### config.mk
export PLATFORM = sky130hd
export DESIGN_NAME = pmc_port_mode_control
export DESIGN_NICKNAME = d
export VERILOG_FILES = /design/src/pmc_pkg.sv /design/src/pmc_port_mode_control.sv
export SDC_FILE = /design/constraint.sdc
export NUM_CORES = 1
export LEC_CHECK = 0
export ABC_AREA = 1
export BUFFER_PORTS_ARGS = -buffer_cell sky130_fd_sc_hd__buf_2
export CAP_MARGIN = 0
export CORE_MARGIN = 1.5
export CORE_UTILIZATION = 40
export DETAILED_ROUTE_END_ITERATION = 10
export MAX_ROUTING_LAYER = met4
export PLACE_DENSITY_LB_ADDON = 0.12
export SLEW_MARGIN = 20
export SYNTH_ARGS = -nofsm -noshare
export SYNTH_HDL_FRONTEND = slang
export SYNTH_SLANG_ARGS = --single-unit
export TNS_END_PERCENT = 30
### constraint.sdc
create_clock -name clk_i -period 5.5 [get_ports clk_i]
set_input_delay 0.55 -clock clk_i [delete_from_list [all_inputs] [get_ports clk_i]]
set_output_delay 0.55 -clock clk_i [all_outputs]
set_load 0.02 [all_outputs]
### src/pmc_pkg.sv
/*
 * Constants of the port mode controller: registers, fields, timing.
 * Assumes a 50 MHz clock.
 */
package pmc_pkg;
    // ==================================================================
    // clock and timing
    localparam int unsigned CLK_HZ        = 50_000_000;
    localparam int unsigned EN_RST_US     = 40;
    localparam int unsigned EN_RST_CYC    = (EN_RST_US * (CLK_HZ / 1_000_000));
    localparam int unsigned BACKOFF_MS    = 2200;
    localparam int unsigned BACKOFF_CYC   = BACKOFF_MS * (CLK_HZ / 1000);
    localparam int unsigned PWM_HZ        = 25_000;
    localparam int unsigned PWM_PERIOD    = CLK_HZ / PWM_HZ;
    localparam int unsigned PWM_DUTY_DIV  = 16;
    localparam int unsigned PWM_ON        = PWM_PERIOD / PWM_DUTY_DIV;

    // ==================================================================
    // register indices
    localparam logic [7:0] REG_EVENT  = 8'h04;
    localparam logic [7:0] REG_STATUS = 8'h0C;
    localparam logic [7:0] REG_MODE   = 8'h12;
    localparam logic [7:0] REG_REQ    = 8'h14;
    localparam logic [7:0] REG_CAD    = 8'h15;
    localparam logic [7:0] REG_PWR    = 8'h19;
    localparam logic [7:0] REG_RST    = 8'h1A;
    localparam logic [7:0] REG_DETCFG = 8'h23;

    // ==================================================================
    // field positions
    localparam int B_DET_REQ  = 0;
    localparam int B_CLS_REQ  = 4;
    localparam int B_CAD_EN   = 0;
    localparam int B_POWER_ON_CMD   = 0;
    localparam int B_POWER_OFF_CMD  = 4;
    localparam int B_PORT_CLR = 0;
    localparam int B_SOFT_RST = 4;
    localparam int B_BYPASS   = 4;
    localparam int B_HICAP    = 5;
    localparam int B_EV_DET   = 0;
    localparam int B_EV_CLS   = 4;
    localparam int B_EV_FLT   = 7;

    // ==================================================================
    // mode codes and reset values
    localparam logic [1:0] MODE_SHUT = 2'h0;
    localparam logic [1:0] MODE_MAN  = 2'h1;
    localparam logic [1:0] MODE_SEMI = 2'h2;
    localparam logic [1:0] MODE_AUTO = 2'h3;
    localparam logic [1:0] MODE_RST  = MODE_AUTO;
    // upper serial address bits: arbitrary value
    localparam logic [5:0] DEV_ADDR_HI = 6'h15;
endpackage : pmc_pkg

### src/pmc_port_mode_control.sv
/*
 * Mode and reset control for one port, Avalon-MM slave with one wait state.
 * Assumes synchronous inputs and a measurement block that answers starts.
 */
// Function
// - enable low 40 us resets device; straps latch on release.
// - soft reset bit resets all registers, clears itself.
// - thermal shutdown at 150 C, full reset until below 130 C.
// - cadence and high-cap straps used only as latched at reset end.
// - port clear turns off power, clears events, status and both request bits.
// - failed detection with cadence waits 2 to 2.4 s before retry.
// - cadence active from latched strap or cadence enable bit.
// - led blink strap high drives led from PWM, low disables PWM.
// - interrupt pin pulled low while an interrupt is pending.
// - address strap forms low bit of serial address.
// - ac disconnect strap low selects DC sensing, latched at reset end.
// - high-cap strap latched at reset end into high-cap enable.
// - switching among auto, semi, manual keeps port state.
// - shutdown stops port at once; idle until another mode.
// - auto mode after reset; writing 11 selects auto.
// - auto mode detects, classifies, powers valid device; else repeats.
// - entering auto sets both request bits; cleared bit skips phase.
// - auto with detection off powers only when bypass bit set.
// - writing 10 selects semi; repeats requests, never powers itself.
// - semi power-on command aborts detect or classify, powers port.
// - semi request bits default 0; software sets them to run.
// - power-off command clears requests, reset sets both; faults do not clear them.
// - writing 01 selects manual mode under software control.
// - manual requests are one-shot, cleared when the cycle ends.
// - writing 00 selects shutdown: power off, events and status cleared.
// - in shutdown requests and power-on are ignored; bus still works.
`timescale 1ns/1ps
module pmc_port_mode_control
    import pmc_pkg::*;
#(
    parameter int unsigned BACKOFF_CYCLES = BACKOFF_CYC
) (
    input  wire logic        clk_i,
    input  wire logic        rst_i,
    input  wire logic [9:0]  avs_address_i,
    input  wire logic        avs_read_i,
    input  wire logic        avs_write_i,
    input  wire logic [31:0] avs_writedata_i,
    output logic      [31:0] avs_readdata_o,
    output logic             avs_waitrequest_o,
    input  wire logic        en_i,
    input  wire logic        cadence_strap_i,
    input  wire logic        ac_disconnect_strap_i,
    input  wire logic        high_cap_strap_i,
    input  wire logic        led_blink_strap_i,
    input  wire logic        addr_low_strap_i,
    input  wire logic        temp_hot_i,
    input  wire logic        temp_cool_i,
    input  wire logic        det_done_i,
    input  wire logic        det_valid_i,
    input  wire logic        cls_done_i,
    input  wire logic        cls_valid_i,
    input  wire logic        fault_i,
    output logic             det_start_o,
    output logic             cls_start_o,
    output logic             meas_abort_o,
    output logic             port_power_o,
    output logic             ac_sense_o,
    output logic             high_cap_en_o,
    output logic             cadence_active_o,
    output logic [6:0]       dev_addr_o,
    output logic             int_n_o,
    output logic             int_oe_n_o,
    output logic             led_n_o,
    output logic             led_oe_n_o
);
    // ==================================================================
    // state
    typedef enum logic [2:0] {
        SEQ_IDLE, SEQ_DETECT, SEQ_CLASS, SEQ_BACKOFF, SEQ_POWERED
    } pmc_seq_t;

    typedef struct packed {
        logic        ack;
        logic [7:0]  rdata;
        logic [1:0]  mode;
        logic        det_req;
        logic        cls_req;
        logic        cad_bit;
        logic        bypass;
        logic        hicap;
        logic        ev_det, ev_cls, ev_flt;
        logic        det_ok, cls_ok;
        pmc_seq_t    seq;
        logic [26:0] bo_cnt;
        logic [11:0] en_cnt;
        logic        en_hold;
        logic        therm;
        logic        latched;
        logic        cad_strap;
        logic        ac_sense;
        logic        det_start, cls_start, abort;
        logic [10:0] pwm_cnt;
        logic        led_on;
        logic        int_on;
    } pmc_state_t;

    localparam pmc_state_t ST_RST = '{
        mode: MODE_RST, det_req: 1'b1, cls_req: 1'b1, seq: SEQ_IDLE,
        default: '0
    };

    pmc_state_t st_r, st_nxt, keep;
    logic [7:0] idx, wd;
    logic       wr, pon, poff, pclr, srst, rc;
    logic [1:0] m;

    // ==================================================================
    // next state
    always_comb begin
        st_nxt = st_r;
        keep   = st_r;
        idx    = avs_address_i[9:2];
        wd     = avs_writedata_i[7:0];
        st_nxt.det_start = 1'b0;
        st_nxt.cls_start = 1'b0;
        st_nxt.abort     = 1'b0;

        // bus handshake: one wait state, write lands on the ack edge
        st_nxt.ack = (avs_read_i | avs_write_i) & ~st_r.ack;
        wr = avs_write_i & st_r.ack;
        if (avs_read_i && !st_r.ack) begin
            case (idx)
                REG_EVENT:  st_nxt.rdata = {st_r.ev_flt, 2'h0, st_r.ev_cls,
                                            3'h0, st_r.ev_det};
                REG_STATUS: st_nxt.rdata = {1'b0, st_r.latched, st_r.therm,
                                            st_r.cad_strap | st_r.cad_bit,
                                            st_r.ac_sense,
                                            st_r.seq == SEQ_POWERED,
                                            st_r.cls_ok, st_r.det_ok};
                REG_MODE:   st_nxt.rdata = {6'h00, st_r.mode};
                REG_REQ:    st_nxt.rdata = {3'h0, st_r.cls_req, 3'h0,
                                            st_r.det_req};
                REG_CAD:    st_nxt.rdata = {7'h00, st_r.cad_bit};
                REG_DETCFG: st_nxt.rdata = {2'h0, st_r.hicap, st_r.bypass,
                                            4'h0};
                default:    st_nxt.rdata = 8'h00;
            endcase
        end

        // enable pin held low and thermal trip
        if (en_i) begin
            st_nxt.en_cnt  = '0;
            st_nxt.en_hold = 1'b0;
        end else if (st_r.en_cnt != 12'(EN_RST_CYC - 1)) begin
            st_nxt.en_cnt = st_r.en_cnt + 12'h001;
        end else begin
            st_nxt.en_hold = 1'b1;
        end
        if (temp_hot_i) begin
            st_nxt.therm = 1'b1;
        end else if (temp_cool_i) begin
            st_nxt.therm = 1'b0;
        end
        rc = st_r.en_hold | st_r.therm;

        // command decode
        pon  = wr && idx == REG_PWR && wd[B_POWER_ON_CMD];
        poff = wr && idx == REG_PWR && wd[B_POWER_OFF_CMD];
        pclr = wr && idx == REG_RST && wd[B_PORT_CLR];
        srst = wr && idx == REG_RST && wd[B_SOFT_RST];

        // register writes
        if (wr && idx == REG_EVENT) begin
            st_nxt.ev_det = st_r.ev_det & ~wd[B_EV_DET];
            st_nxt.ev_cls = st_r.ev_cls & ~wd[B_EV_CLS];
            st_nxt.ev_flt = st_r.ev_flt & ~wd[B_EV_FLT];
        end
        if (wr && idx == REG_CAD) begin
            st_nxt.cad_bit = wd[B_CAD_EN];
        end
        if (wr && idx == REG_DETCFG) begin
            st_nxt.bypass = wd[B_BYPASS];
            st_nxt.hicap  = wd[B_HICAP];
        end
        if (wr && idx == REG_REQ && st_r.mode != MODE_SHUT) begin
            st_nxt.det_req = wd[B_DET_REQ];
            st_nxt.cls_req = wd[B_CLS_REQ];
        end
        if (wr && idx == REG_MODE && wd[1:0] != st_r.mode) begin
            st_nxt.mode = wd[1:0];
            case (wd[1:0])
                MODE_AUTO: begin
                    st_nxt.det_req = 1'b1;
                    st_nxt.cls_req = 1'b1;
                end
                MODE_SHUT: begin
                    st_nxt.ev_det = 1'b0;
                    st_nxt.ev_cls = 1'b0;
                    st_nxt.ev_flt = 1'b0;
                    st_nxt.det_ok = 1'b0;
                    st_nxt.cls_ok = 1'b0;
                end
                default: begin
                    st_nxt.det_req = 1'b0;
                    st_nxt.cls_req = 1'b0;
                end
            endcase
        end
        if (poff) begin
            st_nxt.det_req = 1'b0;
            st_nxt.cls_req = 1'b0;
        end
        m = st_nxt.mode;
        pon = pon && (m == MODE_SEMI || m == MODE_MAN);

        // port sequencer; switches among auto, semi and manual leave it running
        case (st_r.seq)
            SEQ_IDLE: begin
                if (pon) begin
                    st_nxt.seq = SEQ_POWERED;
                end else if (m == MODE_SHUT) begin
                    st_nxt.seq = SEQ_IDLE;
                end else if (st_nxt.det_req) begin
                    st_nxt.seq       = SEQ_DETECT;
                    st_nxt.det_start = 1'b1;
                end else if (st_nxt.cls_req && (m != MODE_AUTO || st_nxt.bypass)) begin
                    st_nxt.seq       = SEQ_CLASS;
                    st_nxt.cls_start = 1'b1;
                end else if (m == MODE_AUTO && st_nxt.bypass) begin
                    st_nxt.seq = SEQ_POWERED;
                end
            end
            SEQ_DETECT: begin
                if (pon) begin
                    st_nxt.seq   = SEQ_POWERED;
                    st_nxt.abort = 1'b1;
                end else if (det_done_i) begin
                    st_nxt.ev_det = 1'b1;
                    st_nxt.det_ok = det_valid_i;
                    if (m == MODE_MAN) begin
                        st_nxt.det_req = 1'b0;
                    end
                    if (!det_valid_i) begin
                        st_nxt.seq = (st_r.cad_strap | st_nxt.cad_bit)
                                   ? SEQ_BACKOFF : SEQ_IDLE;
                    end else if (st_nxt.cls_req) begin
                        st_nxt.seq       = SEQ_CLASS;
                        st_nxt.cls_start = 1'b1;
                    end else if (m == MODE_AUTO) begin
                        st_nxt.seq = SEQ_POWERED;
                    end else begin
                        st_nxt.seq = SEQ_IDLE;
                    end
                end
            end
            SEQ_CLASS: begin
                if (pon) begin
                    st_nxt.seq   = SEQ_POWERED;
                    st_nxt.abort = 1'b1;
                end else if (cls_done_i) begin
                    st_nxt.ev_cls = 1'b1;
                    st_nxt.cls_ok = cls_valid_i;
                    if (m == MODE_MAN) begin
                        st_nxt.cls_req = 1'b0;
                    end
                    st_nxt.seq = (m == MODE_AUTO && cls_valid_i)
                               ? SEQ_POWERED : SEQ_IDLE;
                end
            end
            SEQ_BACKOFF: begin
                if (pon) begin
                    st_nxt.seq    = SEQ_POWERED;
                    st_nxt.bo_cnt = '0;
                end else if (st_r.bo_cnt == 27'(BACKOFF_CYCLES - 1)) begin
                    st_nxt.seq    = SEQ_IDLE;
                    st_nxt.bo_cnt = '0;
                end else begin
                    st_nxt.bo_cnt = st_r.bo_cnt + 27'h0000001;
                end
            end
            SEQ_POWERED: begin
                if (fault_i) begin
                    st_nxt.seq    = SEQ_IDLE;
                    st_nxt.ev_flt = 1'b1;
                end else if (poff) begin
                    st_nxt.seq = SEQ_IDLE;
                end
            end
            default: st_nxt.seq = SEQ_IDLE;
        endcase

        // shutdown and port clear override the sequencer
        if (m == MODE_SHUT || pclr) begin
            if (st_r.seq == SEQ_DETECT || st_r.seq == SEQ_CLASS) begin
                st_nxt.abort = 1'b1;
            end
            st_nxt.seq       = SEQ_IDLE;
            st_nxt.bo_cnt    = '0;
            st_nxt.det_start = 1'b0;
            st_nxt.cls_start = 1'b0;
        end
        if (pclr) begin
            st_nxt.ev_det  = 1'b0;
            st_nxt.ev_cls  = 1'b0;
            st_nxt.ev_flt  = 1'b0;
            st_nxt.det_ok  = 1'b0;
            st_nxt.cls_ok  = 1'b0;
            st_nxt.det_req = 1'b0;
            st_nxt.cls_req = 1'b0;
        end

        // LED and interrupt pins
        st_nxt.pwm_cnt = (st_r.pwm_cnt == 11'(PWM_PERIOD - 1))
                       ? 11'h000 : st_r.pwm_cnt + 11'h001;
        st_nxt.led_on  = (st_nxt.seq == SEQ_POWERED) &&
                         (!led_blink_strap_i ||
                          st_r.pwm_cnt < 11'(PWM_ON));
        st_nxt.int_on  = st_nxt.ev_det | st_nxt.ev_cls | st_nxt.ev_flt;

        // device reset; straps latch on release
        if (rc || srst) begin
            keep   = st_nxt;
            st_nxt = ST_RST;
            st_nxt.en_cnt  = keep.en_cnt;
            st_nxt.en_hold = keep.en_hold;
            st_nxt.therm   = keep.therm;
            st_nxt.pwm_cnt = keep.pwm_cnt;
            st_nxt.ack     = keep.ack;
            st_nxt.rdata   = keep.rdata;
            st_nxt.abort   = (st_r.seq == SEQ_DETECT || st_r.seq == SEQ_CLASS);
        end else if (!st_r.latched) begin
            st_nxt.latched   = 1'b1;
            st_nxt.cad_strap = cadence_strap_i;
            st_nxt.ac_sense  = ac_disconnect_strap_i;
            st_nxt.hicap     = high_cap_strap_i;
            st_nxt.det_start = 1'b0;
            st_nxt.cls_start = 1'b0;
            st_nxt.seq       = SEQ_IDLE;
        end
    end

    // ==================================================================
    // state register
    always_ff @(posedge clk_i or posedge rst_i) begin
        if (rst_i) begin
            st_r <= ST_RST;
        end else begin
            st_r <= st_nxt;
        end
    end

    // ==================================================================
    // outputs
    assign avs_readdata_o    = {24'h000000, st_r.rdata};
    assign avs_waitrequest_o = (avs_read_i | avs_write_i) & ~st_r.ack;
    assign det_start_o       = st_r.det_start;
    assign cls_start_o       = st_r.cls_start;
    assign meas_abort_o      = st_r.abort;
    assign port_power_o      = st_r.seq == SEQ_POWERED;
    assign ac_sense_o        = st_r.ac_sense;
    assign high_cap_en_o     = st_r.hicap;
    assign cadence_active_o  = st_r.cad_strap | st_r.cad_bit;
    assign dev_addr_o        = {DEV_ADDR_HI, addr_low_strap_i};
    assign int_n_o           = 1'b0;
    assign int_oe_n_o        = ~st_r.int_on;
    assign led_n_o           = 1'b0;
    assign led_oe_n_o        = ~st_r.led_on;
endmodule : pmc_port_mode_control

==> results of run 1 <==
-- registers in the layout (all words and copies together) (netlist names) --
name,count
st_r,71
avs_readdata_o,8
ac_sense_o,1
cls_start_o,1
det_start_o,1
high_cap_en_o,1
meas_abort_o,1
-- synthesized netlist by cell type (all sizes together) --
cell,instances
a211oi,2
o41ai,1
or2,5
conb,2
nand3,74
nor3,35
nand4,31
clkinv,1
nor3b,2
o21bai,3
xor2,9
inv,118
nor4,6
nand2,196
a31oi,2
a21o,1
ha,8
nor2,118
o211ai,2
a21oi,24
dfrtp,80
o31ai,2
nand3b,1
o21ai,35
and3,1
dfstp,4
o21a,1
and2,1
a22oi,2
clkbuf,4
buf,48
-- power groups by stage --
stage                     Clock [µW]  Sequential, µW  Combinational, µW
final                            625             629                122
after global routing             669             629                138
after CTS                        644             629                124
after detailed placement           0             641                123
after global placement             0             641                121
after floorplan                    0             641                106
-- through the flow --
step	instance area, µm²	power (µW)	instances	util [%]
floorplan	5780	747	849	-
global placement	5870	762	1024	42.4
detailed placement	5870	764	1024	42.4
CTS	6170	1400	1040	44.6
global route	6170	1440	1040	44.6
finish	6170	1380	1040	44.6
-- path summary, 6_finish.rpt --
| path | start | end | slack (ps) | cells past startpoint |
|---|---|---|---|---|
| hold reg to reg | st_r[83]$_DFF_PP0_ | st_r[83]$_DFF_PP0_ | 470 | 1 |
| hold / removal | temp_cool_i | st_r[19]$_DFF_PP0_ | 400 | 2 |
| setup / recovery | avs_address_i[8] | st_r[1]$_DFF_PP0_ | 2060 | 18 |
| max in group asynchronous | rst_i | st_r[57]$_DFFE_PP0P_ | 4580 | 3 |
| setup reg to reg | st_r[83]$_DFF_PP0_ | st_r[1]$_DFF_PP0_ | 2390 | 14 |
| min in group asynchronous | rst_i | st_r[9]$_DFF_PP0_ | 410 | 3 |
-- layout by cell type, fill, tap and decap left out, types with 3 or more instances in the layout --
| cell | n |
|---|---|
| inv_1 | 110 |
| clkinv_2 | 3 |
| clkbuf_16 | 9 |
| buf_2 | 46 |
| nor2_2 | 3 |
| nor3_1 | 31 |
| dfrtp_1 | 80 |
| o21bai_1 | 3 |
| inv_2 | 6 |
| nor2_4 | 3 |
| nor3_2 | 4 |
| ha_1 | 8 |
| o21ai_0 | 32 |
| conb_1 | 32 |
| nand3_1 | 72 |
| nand2_1 | 193 |
| or2_2 | 5 |
| nor2_1 | 111 |
| xor2_1 | 9 |
| nand4_1 | 31 |
| a21oi_1 | 24 |
| dfstp_2 | 4 |
| nor4_1 | 6 |
-- logic make-up (layout without fill, tap and decap cells) --
| group | after synthesis | in the layout | share of synthesized area [%] |
|---|---|---|---|
| buf+inv | 171 | 182 | 14.5 |
| xor+xnor | 9 | 9 | 1.39 |
| flops | 84 | 84 | 37.2 |
| compound gates | 75 | 75 | 7.60 |
| other cells | 2 | 32 | 0.133 |
| simple gates | 470 | 470 | 37.4 |
| fa+ha+maj | 8 | 8 | 1.77 |
-- area by class of cell --
type | instances | area [µm²] | area share (%)
clock buffers | 9 | 225 | 3.65
clock inverters | 7 | 73.8 | 1.20
inverters | 119 | 450 | 7.30
multi-input cells | 594 | 2850 | 46.2
flip-flops and latches | 84 | 2110 | 34.1
well taps | 180 | 225 | 3.65
repair buffers | 47 | 241 | 3.91
-- routing by layer --
layer	up-vias	routed length (µm)	track usage [%]
met4	0	168	5.15
met2	136	6800	34.4
met1	2355	6720	26.5
met5	-	0	-
met3	10	712	4.45
li1	2633	-	-
==> flow_summary.json, run 1 <==
{
  "status": "finished clean",
  "synth-seq-area-share_pct": 37.2,
  "insertion_delay_ps": 350,
  "drc": 0,
  "power_frac_comb_pct": 8.9,
  "postCtsSetupBuffers": 0,
  "hold_path_class": "primary input to flip-flop",
  "wire_per_inst_um": 13.9,
  "drt_wl_total_mm": 14.4,
  "clkTransAtPathRegs_ps": 60,
  "worstPathArrival_ps": 3660,
  "crit_slowest_cell": "nand3b_1",
  "cts_tree": "done",
  "synth_cells": 819,
  "placement_rows": 43,
  "dp_hpwl_mm": 10.9,
  "holdBufCountCts": 0,
  "area_delta_synth_final_pct": 8.97,
  "drive_gt1_share_pct": 11.4,
  "tns_ps": 0,
  "drt_iter0_drc": 361,
  "critical_path.max_stage_delay_ps": 440,
  "place_congestion": 0.922,
  "grt_pass1_wl_mm": 23.8,
  "skew_ps": 9.32,
  "first_global_vias": 4825,
  "final_nets": 922,
  "numPortBuffers": 46,
  "root_buffer": "clkbuf_16",
  "max_slew_margin_pct": 48.5,
  "core_mm2": 0.0138,
  "fillCellCount": 1436,
  "dieArea_mm2": 0.0149,
  "p_sw_uw": 370,
  "required_ps": 5720,
  "fmax_mhz": 291,
  "cp-start-kind": "primary input",
  "cap_violations": 0,
  "die_w_um": 122,
  "worst_pin_slew_ps": 772,
  "synth-seq-cells": 84,
  "dp_worst_setup_slack_ps": 1740,
  "antenna_found_initial": 0,
  "power.leakage_uw": 0.00306,
  "gr-total-overflow": 0,
  "pwr-share-clk_pct": 45.4,
  "yosys_warnings": 0,
  "via_per_inst": 4.94,
  "path_delay_family": "simple AND/OR/NAND/NOR gates",
  "vias": 5134,
  "sw_frac_of_total_pct": 26.9,
  "p_int_uw": 1010,
  "initial_core_util_pct": 41.0,
  "synth.avg_cell_area_um2": 6.92,
  "clk_path_buf_depth": 2,
  "finalSetupViolations": 0,
  "peakVddDrop_v": 0.000150,
  "sequentialPowerShare_pct": 45.7,
  "hold_viol": 0,
  "period_share_pct": 62.5,
  "netlist_area_mm2": 0.00566,
  "power_density_mw_per_mm2": 223,
  "rsz0062_at_grt": "no",
  "critical_path_buf_inv_count": 4,
  "cts_resized": 0,
  "dieHeight_um": 122,
  "n_antenna_cell": 0,
  "whs_ps": 400,
  "synth_cell_types": 46,
  "cts_inserted_buffers": 9,
  "first_pass_iters": 5,
  "ios": 110,
  "grt_use_total_pct": 21.0,
  "setup.worst_path.end_class": "flip-flop",
  "antenna_left": 0,
  "synth_top_cell_by_area": "dfrtp_1",
  "clock-sinks": 84,
  "grt_max_degree": 85,
  "synth_top_area_share_pct": 35.3,
  "cp_max_fo": 14,
  "htreeDepth": 3,
  "period_needed_ps": 3440,
  "worstSetupPathType": "primary input to flip-flop",
  "netlist_top_cells_area": "dfrtp_1 (35%), nand2_1 (13%), inv_1 (7.4%)",
  "setup_ws_ps": 2060,
  "final_max_slew_viol_count": 0,
  "path_cells": "buf_2 -> inv_1 -> nand2_1 -> nor2_4 -> nand3_1 -> nor2_1 -> inv_1 -> o21ai_0 -> ha_1 -> nand2_1 -> nand3b_1 -> inv_1 -> nand2_1 -> nand3_1 -> nor2_1 -> nand2_1 -> nor2_1 -> nor2_1"
}
Note: power is estimated with default switching activity, not from simulation.
==> run 2: changes to the inputs <==
Clock period 5.5 ns to 3.17 ns, I/O delays scaled along.
==> run 2 against run 1 <==
Worst hold slack worse by 300 ps; largest power group is now clock; first-iteration DRC count is 24% lower; critical endpoint is now st_r[0]$_DFF_PP0_; critical path depth is 3 lower; via count increased by 2.1%; routed wire length is 0.43% higher; combinational power up 75%; die area is the same; sequential power rose by 73%; global-route usage grew 0.25 points; final cell count is 0.87% higher; flip-flop and latch count did not move; register-to-register slack got worse by 1900 ps.
==> flow_summary.json, run 2 (same netlist as run 1, synthesis figures left out) <==
{
  "timing.rr.start": "st_r[83]$_DFF_PP0_",
  "die_w_um": 122,
  "ios": 110,
  "via_per_inst": 5.00,
  "antenna_left": 0,
  "period_needed_ps": 2670,
  "drc": 0,
  "hold_path_class": "primary input to async pin",
  "wire_per_inst_um": 13.8,
  "clk_path_buf_depth": 2,
  "final_nets": 932,
  "placement_rows": 43,
  "clkTransAtPathRegs_ps": 60,
  "initial_core_util_pct": 41.0,
  "dp_hpwl_mm": 11.4,
  "clock-sinks": 84,
  "area_delta_synth_final_pct": 10.7,
  "fmax_mhz": 375,
  "cp_common_cell": "nand2_1",
  "mostFrequentLayoutCells": "nand2_1 (193), nor2_1 (111), inv_1 (110), dfrtp_1 (80), nand3_1 (72)",
  "skew_ps": 6.31,
  "cts_inserted_buffers": 9,
  "period_share_pct": 84.2,
  "n_antenna_cell": 0,
  "grt_max_degree": 50,
  "seqCellArea_mm2": 0.00211,
  "vias": 5242,
  "rsz0062_at_grt": "no",
  "max_slew_margin_pct": 44.5,
  "first_pass_iters": 4,
  "critical_path.max_stage_delay_ps": 400,
  "multiInputGateArea_mm2": 0.00285,
  "reg2reg_depth": 15,
  "grt_pass1_wl_mm": 24.0,
  "final_max_slew_viol_count": 0,
  "first_global_vias": 4961,
  "finalSetupViolations": 0,
  "cap_violations": 0,
  "whs_ps": 101,
  "cts_resized": 0,
  "tns_ps": 0,
  "drive_gt1_share_pct": 12.3,
  "largest_reg_flops": 71,
  "fillCellCount": 1461,
  "setup.worst_path.end_class": "flip-flop",
  "antenna_found_initial": 0,
  "htreeDepth": 3,
  "gr-total-overflow": 0,
  "drt_wl_total_mm": 14.5,
  "holdBufCountCts": 0,
  "postCtsSetupBuffers": 0,
  "power_density_mw_per_mm2": 393,
  "place_congestion": 0.915,
  "grt_use_total_pct": 21.2,
  "crit_slowest_cell": "nand3b_1",
  "cp-start-kind": "flip-flop",
  "largest-register": "st_r",
  "insertion_delay_ps": 350,
  "dieHeight_um": 122,
  "peakVddDrop_v": 0.000223,
  "power.leakage_uw": 0.00312,
  "final_common_cell": "nand2_1",
  "required_ps": 3400,
  "path_cells": "nand2_1 -> nor2_1 -> inv_1 -> nand2_1 -> o21ai_0 -> ha_1 -> nand2_1 -> nand3b_1 -> buf_4 -> nand3_1 -> o21ai_0 -> nand2_1 -> inv_1 -> nor2_1 -> nand2_1",
  "worst_pin_slew_ps": 831,
  "cts_tree": "done",
  "dieArea_mm2": 0.0149,
  "numPortBuffers": 46,
  "worstSetupPathType": "flip-flop to flip-flop",
  "hold_viol": 0,
  "reg2reg_slack_ps": 500,
  "worstPathArrival_ps": 2900,
  "drt_iter0_drc": 273,
  "cp_max_fo": 8,
  "root_buffer": "clkbuf_16",
  "r2r-end": "st_r[0]$_DFF_PP0_",
  "status": "finished clean",
  "core_mm2": 0.0138
}
## run 2: cell count changes in the layout (fill, tap and decap cells not counted), sizes merged
cell / previous run / this run
clkbuf: 9 / 10
buf: 47 / 57
inv: 119 / 118
bufinv: 1 / 2
clkinv: 5 / 3
## run 2: how the worst max path moves through the flow
stage          slack [ps]                from                      to
2_1_floorplan         690               rst_i  ac_sense_o$_DFFE_PP0P_
3_3_place_gp          190    avs_address_i[3]       st_r[0]$_DFF_PP0_
5_1_grt               160    avs_address_i[3]       st_r[0]$_DFF_PP0_
6_report              500  st_r[83]$_DFF_PP0_       st_r[0]$_DFF_PP0_
4_1_cts               510  st_r[83]$_DFF_PP0_       st_r[0]$_DFF_PP0_
3_5_place_dp          190    avs_address_i[3]       st_r[0]$_DFF_PP0_
## run 2: worst max-delay path: cells and delay by family (launching register included)
kind | cells | cell delay [ps]
DFF | 1 | 360
and+or+nand+nor | 9 | 1220
buffers and inverters | 3 | 430
adders and majority gates | 1 | 320
AOI/OAI and AO/OA | 2 | 240
## run 2: through the flow
stage | instance area [µm²] | util, % | worst slack, ps | instances | total power, µW
global placement | 5940 | 43.0 | 187 | 1034 | 1320
detailed placement | 5940 | 43.0 | 194 | 1034 | 1330
global route | 6270 | 45.3 | 156 | 1049 | 2560
finish | 6270 | 45.3 | 500 | 1049 | 2460
CTS | 6270 | 45.3 | 511 | 1049 | 2500
floorplan | 5780 | - | 694 | 849 | 1300
## run 2: final cells by class
class | instances | area share (%)
clock buffer | 10 | 3.81
clock inverter | 5 | 1.36
inverter | 119 | 7.19
multi-input combinational | 594 | 45.4
sequential | 84 | 33.6
tap | 180 | 3.59
timing repair buffer | 57 | 4.99
## run 2: routing by layer
layer	routed length [µm]	track usage [%]	up-vias
li1	-	-	2651
met1	6680	26.1	2463
met2	6840	35.0	103
met3	554	3.18	25
met4	393	8.53	0
met5	0	-	-
## run 2: where the power goes
group / total [µW] / internal (µW) / switching [µW]
clock: 1160 / 711 / 445
combinational: 213 / 50.0 / 163
sequential: 1090 / 1080 / 8.46
